`src/pcmr_consts.vh`:
```
// Constants of the power and clock manager register block
// How it works
// - One written to set register bits 8..10 turns that clock output on.
// - One written to clear register bits 8..10 turns that output off.
// - One written to clear register bit 0 stops the processor clock.
// - State register bit 0 reads one while processor clock runs.
// - State register bits 8..10 show which clock outputs are on.
// - One in peripheral set bit n (2..31) enables peripheral n clock.
// - One in peripheral clear bit n disables peripheral n clock.
// - Peripheral state bit n reads one while peripheral n clock enabled.
// - Gate writes to unimplemented peripheral identifiers change nothing.
// - Oscillator register write needs key 0x37, otherwise whole write dropped.
// - Oscillator bit 0 switches RC oscillator; on after reset.
// - Oscillator bit 24 selects RC (0) or external clock input (1).
// - Frequency low 16 bits hold main cycles counted in 16 slow periods.
// - Frequency bit 16 set only when oscillator on and count valid.
// - PLL divider 0 gives no output, 1 bypasses, others reserved.
// - PLL lock sets after settle count times eight slow cycles.
// - Start kind 0 fast, 2 normal; software uses 2 when PLL off.
// - Feedback factor 0 turns PLL off; otherwise output is input times factor+1.
// - Master source 00 slow, 01 main, 10 PLL; 11 reserved.
// - Master ratio codes 0..6 divide by 1..64; code 7 reserved.
// - Master source or ratio change drops ready until new clock usable.
`ifndef PCMR_CONSTS_VH
`define PCMR_CONSTS_VH
`define PCMR_OFS_SYS_SET 8'h00
`define PCMR_OFS_SYS_CLR 8'h04
`define PCMR_OFS_SYS_STATE 8'h08
`define PCMR_OFS_PER_SET 8'h10
`define PCMR_OFS_PER_CLR 8'h14
`define PCMR_OFS_PER_STATE 8'h18
`define PCMR_OFS_OSC 8'h20
`define PCMR_OFS_FREQ 8'h24
`define PCMR_OFS_PLL 8'h28
`define PCMR_OFS_MCK 8'h30
`define PCMR_OFS_STATUS 8'h68
`define PCMR_OSC_KEY 8'h37
`define PCMR_KEY_LSB 16
`define PCMR_SEL_BIT 24
`define PCMR_OSC_MASK 32'h0100_0001
`define PCMR_PLL_MASK 32'h07FF_FFFF
`define PCMR_PLL_RESET 32'h0000_3F00
`define PCMR_MCK_MASK 32'h0000_001F
`define PCMR_MCK_RESET 32'h0000_0001
`define PCMR_OSC_RESET 32'h0000_0001
`define PCMR_OUT_MASK 3'h7
`define PCMR_PER_MASK 32'hFFFF_FFFC
`define PCMR_MEAS_SLOW 5'h10
`define PCMR_LOCK_MUL 4'h8
`define PCMR_MCK_SETTLE 8'h40
`define PCMR_ST_LOCK 1
`define PCMR_ST_MASTER_CLOCK_READY_FLAG 3
`define PCMR_ST_MAINRDY 0
`endif

```
`src/pcmr_top.v`:
```
// Power and clock manager register block with Avalon-MM slave
//
// Register access over Avalon-MM and the address map are this design's own decisions.
`timescale 1ns/1ps
`default_nettype none
`include "pcmr_consts.vh"
module pcmr_top #(
    parameter [31:0] PERIPH_IMPL = 32'hFFFF_FFFC
) (
    input wire clk_i,
    input wire resetn_i,
    input wire [7:0] avs_address_i,
    input wire avs_read_i,
    input wire avs_write_i,
    input wire [31:0] avs_writedata_i,
    input wire [3:0] avs_byteenable_i,
    output reg [31:0] avs_readdata_o,
    output wire avs_waitrequest_o,
    input wire slow_clk_i,
    input wire main_clk_i,
    output wire [2:0] programmable_output_bits_o,
    output wire processor_clock_bit_o,
    output wire [31:0] peripheral_gate_bits_o,
    output wire rc_oscillator_on_o,
    output wire main_source_select_o,
    output wire [10:0] pll_feedback_factor_o,
    output wire [7:0] pll_divider_o,
    output wire [1:0] pll_start_kind_o,
    output wire pll_active_o,
    output wire pll_divider_bypass_o,
    output wire [1:0] master_source_field_o,
    output wire [2:0] master_clock_ratio_o,
    output wire master_clock_ready_flag_o,
    output wire pll_locked_o
);

    // ****************************************************************
    // Bus slave
    // ****************************************************************
    // Write completes at once; read waits one cycle so data comes from a flop
    reg rd_done_q;
    wire wr_en = avs_write_i & (avs_byteenable_i == 4'hF);
    assign avs_waitrequest_o = avs_read_i & ~rd_done_q;

    // ****************************************************************
    // Input synchronisers, edge detect of sampled slow and main clocks
    // ****************************************************************
    reg [2:0] slow_sync_q;
    reg [2:0] main_sync_q;
    always @(posedge clk_i or negedge resetn_i)
    begin
        if (!resetn_i)
        begin
            slow_sync_q <= 3'h0;
            main_sync_q <= 3'h0;
        end
        else
        begin
            slow_sync_q <= {slow_sync_q[1:0], slow_clk_i};
            main_sync_q <= {main_sync_q[1:0], main_clk_i};
        end
    end
    wire slow_tick = slow_sync_q[1] & ~slow_sync_q[2];
    wire main_tick = main_sync_q[1] & ~main_sync_q[2];

    // ****************************************************************
    // Registers
    // ****************************************************************
    reg [2:0] pout_q;
    reg proc_on_q;
    reg [31:0] per_q;
    reg [31:0] osc_q;
    reg [31:0] pll_q;
    reg [31:0] mck_q;
    wire a_sset = avs_address_i == `PCMR_OFS_SYS_SET;
    wire a_sclr = avs_address_i == `PCMR_OFS_SYS_CLR;
    wire a_pset = avs_address_i == `PCMR_OFS_PER_SET;
    wire a_pclr = avs_address_i == `PCMR_OFS_PER_CLR;
    wire a_osc = avs_address_i == `PCMR_OFS_OSC;
    wire a_pll = avs_address_i == `PCMR_OFS_PLL;
    wire a_mck = avs_address_i == `PCMR_OFS_MCK;
    wire key_ok = avs_writedata_i[`PCMR_KEY_LSB+7:`PCMR_KEY_LSB] == `PCMR_OSC_KEY;
    wire w_osc = wr_en & a_osc & key_ok;
    wire w_pll = wr_en & a_pll;
    wire w_mck = wr_en & a_mck & ((avs_writedata_i & `PCMR_MCK_MASK) != mck_q);
    wire [31:0] per_ok = PERIPH_IMPL & `PCMR_PER_MASK;

    always @(posedge clk_i or negedge resetn_i)
    begin
        if (!resetn_i)
        begin
            pout_q <= 3'h0;
            proc_on_q <= 1'b1;
            per_q <= 32'h0;
            osc_q <= `PCMR_OSC_RESET;
            pll_q <= `PCMR_PLL_RESET;
            mck_q <= `PCMR_MCK_RESET;
            rd_done_q <= 1'b0;
        end
        else
        begin
            rd_done_q <= avs_read_i & ~rd_done_q;
            if (wr_en & a_sset)
                pout_q <= pout_q | avs_writedata_i[10:8];
            else if (wr_en & a_sclr)
                pout_q <= pout_q & ~avs_writedata_i[10:8];
            if (wr_en & a_sclr & avs_writedata_i[0])
                proc_on_q <= 1'b0;
            else if (avs_read_i | avs_write_i)
                proc_on_q <= 1'b1; // Bus activity models the wake-up
            if (wr_en & a_pset)
                per_q <= per_q | (avs_writedata_i & per_ok);
            else if (wr_en & a_pclr)
                per_q <= per_q & ~(avs_writedata_i & per_ok);
            if (w_osc)
                osc_q <= avs_writedata_i & `PCMR_OSC_MASK;
            if (w_pll)
                pll_q <= avs_writedata_i & `PCMR_PLL_MASK;
            if (wr_en & a_mck)
                mck_q <= avs_writedata_i & `PCMR_MCK_MASK;
        end
    end

    // ****************************************************************
    // Main clock frequency measurement
    // ****************************************************************
    // Counts sampled main edges, so only main below half of clk_i is exact
    reg [4:0] slow_cnt_q;
    reg [15:0] main_cnt_q;
    reg [15:0] freq_q;
    reg freq_ok_q;
    always @(posedge clk_i or negedge resetn_i)
    begin
        if (!resetn_i)
        begin
            slow_cnt_q <= 5'h0;
            main_cnt_q <= 16'h0;
            freq_q <= 16'h0;
            freq_ok_q <= 1'b0;
        end
        else if (!osc_q[0] || w_osc)
        begin
            slow_cnt_q <= 5'h0;
            main_cnt_q <= 16'h0;
            freq_ok_q <= 1'b0;
        end
        else
        begin
            if (main_tick)
                main_cnt_q <= main_cnt_q + 16'h1;
            if (slow_tick)
            begin
                if (slow_cnt_q == 5'h0)
                begin
                    // First slow edge opens the window; main edges before it do not count
                    main_cnt_q <= 16'h0;
                    slow_cnt_q <= 5'h1;
                end
                else if (slow_cnt_q == `PCMR_MEAS_SLOW)
                begin
                    freq_q <= main_cnt_q + {15'h0, main_tick};
                    freq_ok_q <= 1'b1;
                    slow_cnt_q <= 5'h1;
                    main_cnt_q <= 16'h0;
                end
                else
                    slow_cnt_q <= slow_cnt_q + 5'h1;
            end
        end
    end

    // ****************************************************************
    // PLL lock timer and master clock ready
    // ****************************************************************
    reg [8:0] lock_cnt_q;
    reg lock_q;
    reg [7:0] mck_cnt_q;
    reg mck_rdy_q;
    wire [8:0] lock_target = {pll_q[13:8], 3'h0};
    wire pll_on = pll_q[26:16] != 11'h0;
    always @(posedge clk_i or negedge resetn_i)
    begin
        if (!resetn_i)
        begin
            lock_cnt_q <= 9'h0;
            lock_q <= 1'b0;
            mck_cnt_q <= 8'h0;
            mck_rdy_q <= 1'b1;
        end
        else
        begin
            if (w_pll)
            begin
                lock_cnt_q <= 9'h0;
                lock_q <= 1'b0;
            end
            else if (!lock_q && slow_tick)
            begin
                if (lock_cnt_q >= lock_target)
                    lock_q <= 1'b1;
                else
                    lock_cnt_q <= lock_cnt_q + 9'h1;
            end
            // PLL as source waits for lock, then a fixed settle in slow ticks
            if (w_mck || (w_pll && mck_q[1:0] == 2'h2))
            begin
                mck_rdy_q <= 1'b0;
                mck_cnt_q <= 8'h0;
            end
            else if (!mck_rdy_q && slow_tick && (mck_q[1:0] != 2'h2 || lock_q))
            begin
                if (mck_cnt_q == `PCMR_MCK_SETTLE)
                    mck_rdy_q <= 1'b1;
                else
                    mck_cnt_q <= mck_cnt_q + 8'h1;
            end
        end
    end

    // ****************************************************************
    // Read mux
    // ****************************************************************
    reg [31:0] rd_d;
    always @*
    begin
        rd_d = 32'h0;
        case (avs_address_i)
            `PCMR_OFS_SYS_STATE: rd_d = {21'h0, pout_q, 7'h0, proc_on_q};
            `PCMR_OFS_PER_STATE: rd_d = per_q;
            `PCMR_OFS_OSC: rd_d = osc_q;
            `PCMR_OFS_FREQ: rd_d = {15'h0, freq_ok_q, freq_q};
            `PCMR_OFS_PLL: rd_d = pll_q;
            `PCMR_OFS_MCK: rd_d = mck_q;
            `PCMR_OFS_STATUS: rd_d = {28'h0, mck_rdy_q, 1'b0, lock_q, freq_ok_q};
            default: rd_d = 32'h0;
        endcase
    end
    always @(posedge clk_i or negedge resetn_i)
    begin
        if (!resetn_i)
            avs_readdata_o <= 32'h0;
        else
            avs_readdata_o <= rd_d;
    end

    assign programmable_output_bits_o = pout_q;
    assign processor_clock_bit_o = proc_on_q;
    assign peripheral_gate_bits_o = per_q;
    assign rc_oscillator_on_o = osc_q[0];
    assign main_source_select_o = osc_q[`PCMR_SEL_BIT];
    assign pll_feedback_factor_o = pll_q[26:16];
    assign pll_divider_o = pll_q[7:0];
    assign pll_start_kind_o = pll_q[15:14];
    assign pll_active_o = pll_on & (pll_q[7:0] != 8'h0);
    assign pll_divider_bypass_o = pll_q[7:0] == 8'h1;
    // Reserved source code 11 falls back to slow clock
    assign master_source_field_o = (mck_q[1:0] == 2'h3) ? 2'h0 : mck_q[1:0];
    assign master_clock_ratio_o = (mck_q[4:2] == 3'h7) ? 3'h0 : mck_q[4:2];
    assign master_clock_ready_flag_o = mck_rdy_q;
    assign pll_locked_o = lock_q;
endmodule
`default_nettype wire

```
`config.mk`:
```
export PLATFORM = sky130hd
export DESIGN_NAME = pcmr_top
export DESIGN_NICKNAME = d
export VERILOG_FILES = /design/src/pcmr_top.v
export VERILOG_INCLUDE_DIRS = /design/src /design/src/src
export SDC_FILE = /design/constraint.sdc
export NUM_CORES = 1
export LEC_CHECK = 0
export BUFFER_PORTS_ARGS = -buffer_cell sky130_fd_sc_hd__buf_2
export CAP_MARGIN = 15
export CORE_ASPECT_RATIO = 1.1
export CORE_MARGIN = 2
export CORE_UTILIZATION = 40
export DETAILED_ROUTE_END_ITERATION = 8
export SLEW_MARGIN = 20
export SYNTH_ARGS = -nofsm -noshare
export SYNTH_HDL_FRONTEND = slang
export SYNTH_SLANG_ARGS = --single-unit
```
`constraint.sdc`:
```
create_clock -name clk_i -period 2.57 [get_ports clk_i]
set_input_delay 0.257 -clock clk_i [delete_from_list [all_inputs] [get_ports clk_i]]
set_output_delay 0.257 -clock clk_i [all_outputs]
set_load 0.02 [all_outputs]
```
== Yosys cells after proc, flatten, opt, wreduce, memory -nomap -nowiden ==
Index checks and enable logic that the tools add are counted.
Cells by class
  $add $sub $neg: 5
  $lt $le $gt $ge: 1
  equality and inequality tests: 23
  mux-type cells: 34
  bitwise logic cells: 27
  reduce and logical (&&, ||, !) cells: 29
Operators with widths (count)
  $pmux W32 S7: 1
  $mux W16: 5
  $mux W32: 2
  $eq A8 B6 Y1 const B: 5
  $and A32 B32 Y32: 1
  $not A32 Y32: 1
  $or A32 B32 Y32: 1
  $mux W9: 3
  $eq A8 B5 Y1 const B: 3
  $mux W8: 3
  $mux W5: 4
  $reduce_bool A2 Y1: 9
  $add A16 B1 Y16: 1
  $add A16 B1 Y16 const B: 1
  $eq A8 B7 Y1 const B: 2
  $and A1 B1 Y1: 15
  $mux W1: 12
  $reduce_bool A11 Y1: 1
  $add A9 B1 Y9 const B: 1
  $ge A9 B9 Y1: 1
  $mux W3: 3
  $add A8 B1 Y8 const B: 1
  $eq A8 B1 Y1 const B: 1
  $eq A8 B3 Y1 const B: 1
  23 further kinds: 41
Storage, ports and cells
  bits in registers: 166

== Logic depth before layout (Yosys ltp) ==
  depth after elaboration: 7
  gate-level depth with buffers: 7

== Least setup slack after synthesis ==
No wires, ideal clock.
  kind: register to register
  from: reg pll_q[13]
  to: reg lock_cnt_q[4]
  arrival: 1.969 ns
  data required time: 2.493 ns
  setup slack: 0.524 ns
  stages on the path, launching flop included: 7
  path buffers: 0
  clock period less this slack: 2.046 ns
  cell sequence: dfstp_2 -> inv_1 -> ha_1 -> a21oi_1 -> o21ai_0 -> or4_1 -> a21oi_1
Between the ends
  word-level cells in the longest chain between the ends: 3
Ends and longest elaborated chain
  start, declared: line pcmr_top.v:73  | reg [31:0] pll_q;
  start signal, assigned: line pcmr_top.v:96  | pll_q <= `PCMR_PLL_RESET;
  start signal, assigned: line pcmr_top.v:118  | pll_q <= avs_writedata_i & `PCMR_PLL_MASK;
  $ge A9 B9 Y1: line pcmr_top.v:199  | if (lock_cnt_q >= lock_target)
  $ne A2 B2 Y1 (no line)
  $reduce_and A2 Y1 (no line)
  end signal, assigned: line pcmr_top.v:202  | lock_cnt_q <= lock_cnt_q + 9'h1;
  end, declared: line pcmr_top.v:175  | reg [8:0] lock_cnt_q;
No other way between the ends.
A chain may end at the register's enable or synchronous reset.

== Final worst setup path ==
  from: reg slow_cnt_q[0]
  to: reg freq_q[14]
Between the ends
  word-level cells in the longest chain between the ends: 3
  elaborated cells on any way between the ends: 4
  those cells by class: 1 x eq/ne; 1 x bitwise; 2 x reduce/logical
Ends and longest elaborated chain
  start, declared: line pcmr_top.v:128  | reg [4:0] slow_cnt_q;
  start signal, assigned: line pcmr_top.v:167  | slow_cnt_q <= slow_cnt_q + 5'h1;
  $logic_not A5 Y1: line pcmr_top.v:153  | if (slow_cnt_q == 5'h0)
  $not A1 Y1 (no line)
  $reduce_and A4 Y1 (no line) *
  end signal, assigned: line pcmr_top.v:161  | freq_q <= main_cnt_q + {15'h0, main_tick};
  end, declared: line pcmr_top.v:130  | reg [15:0] freq_q;
Mark *: on every way between the ends. The rest lies on a longest branch, timed or not.

==> results.py <==
metrics = {
    "critical_path": {
        "max_stage_delay_ps": 800,
        "cp_max_fo": 16,
        "rr_startpoint": "slow_cnt_q[0]",
        "cp-endpoint": "freq_q[14]",
        "critPathLaunch": "slow_cnt_q[0]",
        "rr_endpoint": "freq_q[14]",
        "cp.arrival_ps": 2720,
        "rr_worst_depth": 6,
        "crit_type": "reg2reg",
        "crit_path_start_kind": "flop",
        "crit_required_ps": 2890,
        "regToRegSetupSlack_ps": 160,
        "critical_path.slowest_cell": "a21oi_2",
        "critical_path.cell_chain": "inv_1, ha_1, nor3b_1, nand4_1, a21oi_2, mux2_2",
        "cp-end-kind": "flop",
    },
    "synthesis": {
        "synth.most_common_cell": "dfrtp_1",
        "synth_top_area_share_pct": 47.6,
        "synthDistinctLibCells": 64,
        "async_flop_share_pct": 100,
        "yosys_most_used_dff": "dfrtp_1",
        "yosysSeqAreaShare_pct": 50.8,
        "synth_area_leader_cell": "dfrtp_1",
        "synth_area_leaders": "dfrtp_1 48%, nand2_1 6.2%, mux2i_1 4.7%",
        "synth_commonest_cells": "154 x dfrtp_1, 134 x nand2_1, 62 x inv_1",
        "yosysWarningCount": 0,
        "synth_edf_count": 0,
        "synth.avg_cell_area_um2": 10.1,
        "ys_seq_elements": 164,
        "syn_area_um2": 8100,
        "syn_inst": 801,
    },
    "die": {
        "dieArea_um2": 21400,
        "rows": 54,
        "initial_utilization_pct": 40.8,
        "ios": 151,
        "chipHeight_um": 153,
        "die_w_um": 140,
        "core_um2": 19900,
    },
    "routing": {
        "vias": 6352,
        "drtPass1Iterations": 5,
        "wl_per_cell_um": 17.9,
        "drc_errors": 0,
        "antenna_left": 0,
        "routed_wl_mm": 21.6,
        "drtIter0Drc": 472,
        "vias_per_cell": 5.28,
    },
    "place": {
        "placed_cells": 1169,
        "preCtsSetupSlack_ps": 140,
        "hpwl_mm": 15.6,
        "gp_congestion": 0.786,
        "io_buffers": 148,
    },
    "pwr": {
        "netSwitchingFraction_pct": 24.3,
        "power_density_nw_per_um2": 560,
        "power.internal_mw": 4.09,
        "vdd_drop_max_mv": 0.465,
        "clkPwrFrac_pct": 45.5,
        "power_frac_comb_pct": 5.6,
        "power_frac_seq_pct": 48.9,
        "p_leak_nw": 5.00,
        "net-switching-power_mw": 1.31,
    },
    "min_path": {
        "hold_class": "in2reg",
    },
    "clock_network": {
        "clockRootBuffer": "clkbuf_16",
        "path_clk_slew_ps": 70,
        "cts_resized": 0,
        "cts_tree": "built",
        "numCtsBuffers": 17,
        "htree_levels": 4,
        "clock_path_buffers": 2,
        "cts_sinks": 164,
        "worstSkewPairLatency_ps": 430,
    },
    "timing": {
        "finalHoldViolations": 0,
        "max_freq_ghz": 0.416,
        "finalCritPeriodShare_pct": 93.6,
        "finalSetupViolations": 0,
        "tightest_slew_ps": 1090,
        "drv_slew": 0,
        "slew_headroom_pct": 27.7,
        "finalCriticalPeriod_ps": 2410,
        "post-route-worst-setup-slack_ps": 165,
        "grt_setup_unrepaired": "false",
        "fin_skew_ps": 10.4,
        "setup-tns-final_ps": 0,
    },
    "layout": {
        "area.growth.synth_to_final_pct": 18.9,
        "antenna_cells": 0,
        "stdcell_count": 1204,
        "fin_nets": 1004,
        "layout-drive-gt1-share_pct": 25.9,
    },
    "flow_run": {
        "drv_cap": 0,
    },
    "global_routing": {
        "grt_start_max_net_pins": 61,
        "overflow": 0,
        "grt_util_all_layers_pct": 20.5,
        "grt_pass1_vias": 6225,
        "antenna_found_initial": 0,
        "grt_pass1_wl_mm": 34.6,
    },
    "status": {
        "status": "completed",
    },
}
==> power groups by stage <==
| stage | logic, mW | registers [mW] | clock network [mW] |
|---|---|---|---|
| final | 0.300 | 2.64 | 2.46 |
| after detailed placement | 0.300 | 2.69 | 0 |
| after floorplan | 0.136 | 2.68 | 0 |
| after global placement | 0.298 | 2.69 | 0 |
| after global routing | 0.340 | 2.65 | 2.62 |
| after CTS | 0.305 | 2.64 | 2.51 |
==> cell type report <==
type,instances,area (um2)
flip-flops and latches,164,4120
clock inverters,10,100
fillers,1877,10200
well taps,252,315
repair buffers,179,1010
clock buffers,22,454
inverters,62,233
multi-input cells,515,3400
==> worst max-delay path: cells and delay by family, from the launching register on <==
| kind | cells | cell delay, ps |
|---|---|---|
| buf+inv | 1 | 80 |
| simple gates | 2 | 400 |
| mux | 1 | 430 |
| fa+ha+maj | 1 | 150 |
| compound gates | 1 | 800 |
| flops | 1 | 420 |
==> routing by layer <==
layer	global-route usage, %	vias up	part of all wire [%]	routed length [um]
met5	0	-	0	0
met3	4.17	24	4.9	1060
met2	33.0	166	48	10300
li1	-	3046	-	-
met1	28.3	3116	46	9990
met4	5.29	0	1.3	276
==> logic make-up after synthesis <==
logic type / count (synthesis) / share of synthesized area (%)
other: 1 / 0.0463
DFF: 164 / 50.8
xor gates and xnor gates: 32 / 3.46
buffers and inverters: 123 / 7.29
adders and majority gates: 15 / 2.32
AOI/OAI and AO/OA: 109 / 9.53
and+or+nand+nor: 298 / 19.0
muxes: 59 / 7.61
==> placed cells by master (no fill, tap or decap), types with 4 or more instances in the layout <==
cell type	instances
a211oi_1	8
a21oi_1	17
a222oi_1	9
a22o_1	9
a22oi_1	13
and3_1	9
and4_1	6
buf_2	147
buf_4	26
clkbuf_1	4
clkbuf_16	17
dfrtp_1	154
dfstp_2	10
ha_1	15
inv_1	62
mux2_2	21
mux2i_1	38
nand2_1	134
nand3_1	20
nand3b_1	5
nand4_1	13
nor2_1	29
nor2b_1	6
nor3_1	20
nor4_1	12
o21ai_0	24
o31ai_1	10
or3_1	4
or4_1	9
xnor2_1	21
xor2_1	11
==> repair_timing <==
action,CTS,global route
setup buffers,0,0
hold endpoints to repair,57,0
hold buffers,3,0
==> worst min-delay path by stage <==
stage | to | cells after the start | slack, ps | startpoint
2_1_floorplan | asynchronous set/reset pin | 0 | -40 | resetn_i
3_3_place_gp | avs_readdata_o[21] | 1 | 270 | resetn_i
3_5_place_dp | asynchronous set/reset pin | 1 | 270 | resetn_i
4_1_cts | pll_q[25] | 3 | 10 | avs_writedata_i[25]
5_1_grt | pll_q[25] | 3 | 10 | avs_writedata_i[25]
6_report | pll_q[25] | 3 | 20 | avs_writedata_i[25]
==> per-stage QoR <==
| stage | cell area [um2] | power [mW] | utilization [%] | hold slack (ps) |
|---|---|---|---|---|
| floorplan | 8110 | 2.82 | - | -38.6 |
| global placement | 9050 | 2.99 | 45.5 | 270 |
| detailed placement | 9050 | 2.99 | 45.5 | 269 |
| CTS | 9630 | 5.45 | 48.5 | 13.6 |
| global route | 9630 | 5.60 | 48.5 | 11.3 |
| finish | 9630 | 5.40 | 48.5 | 22.7 |
Power figures use the tool's default switching activity.
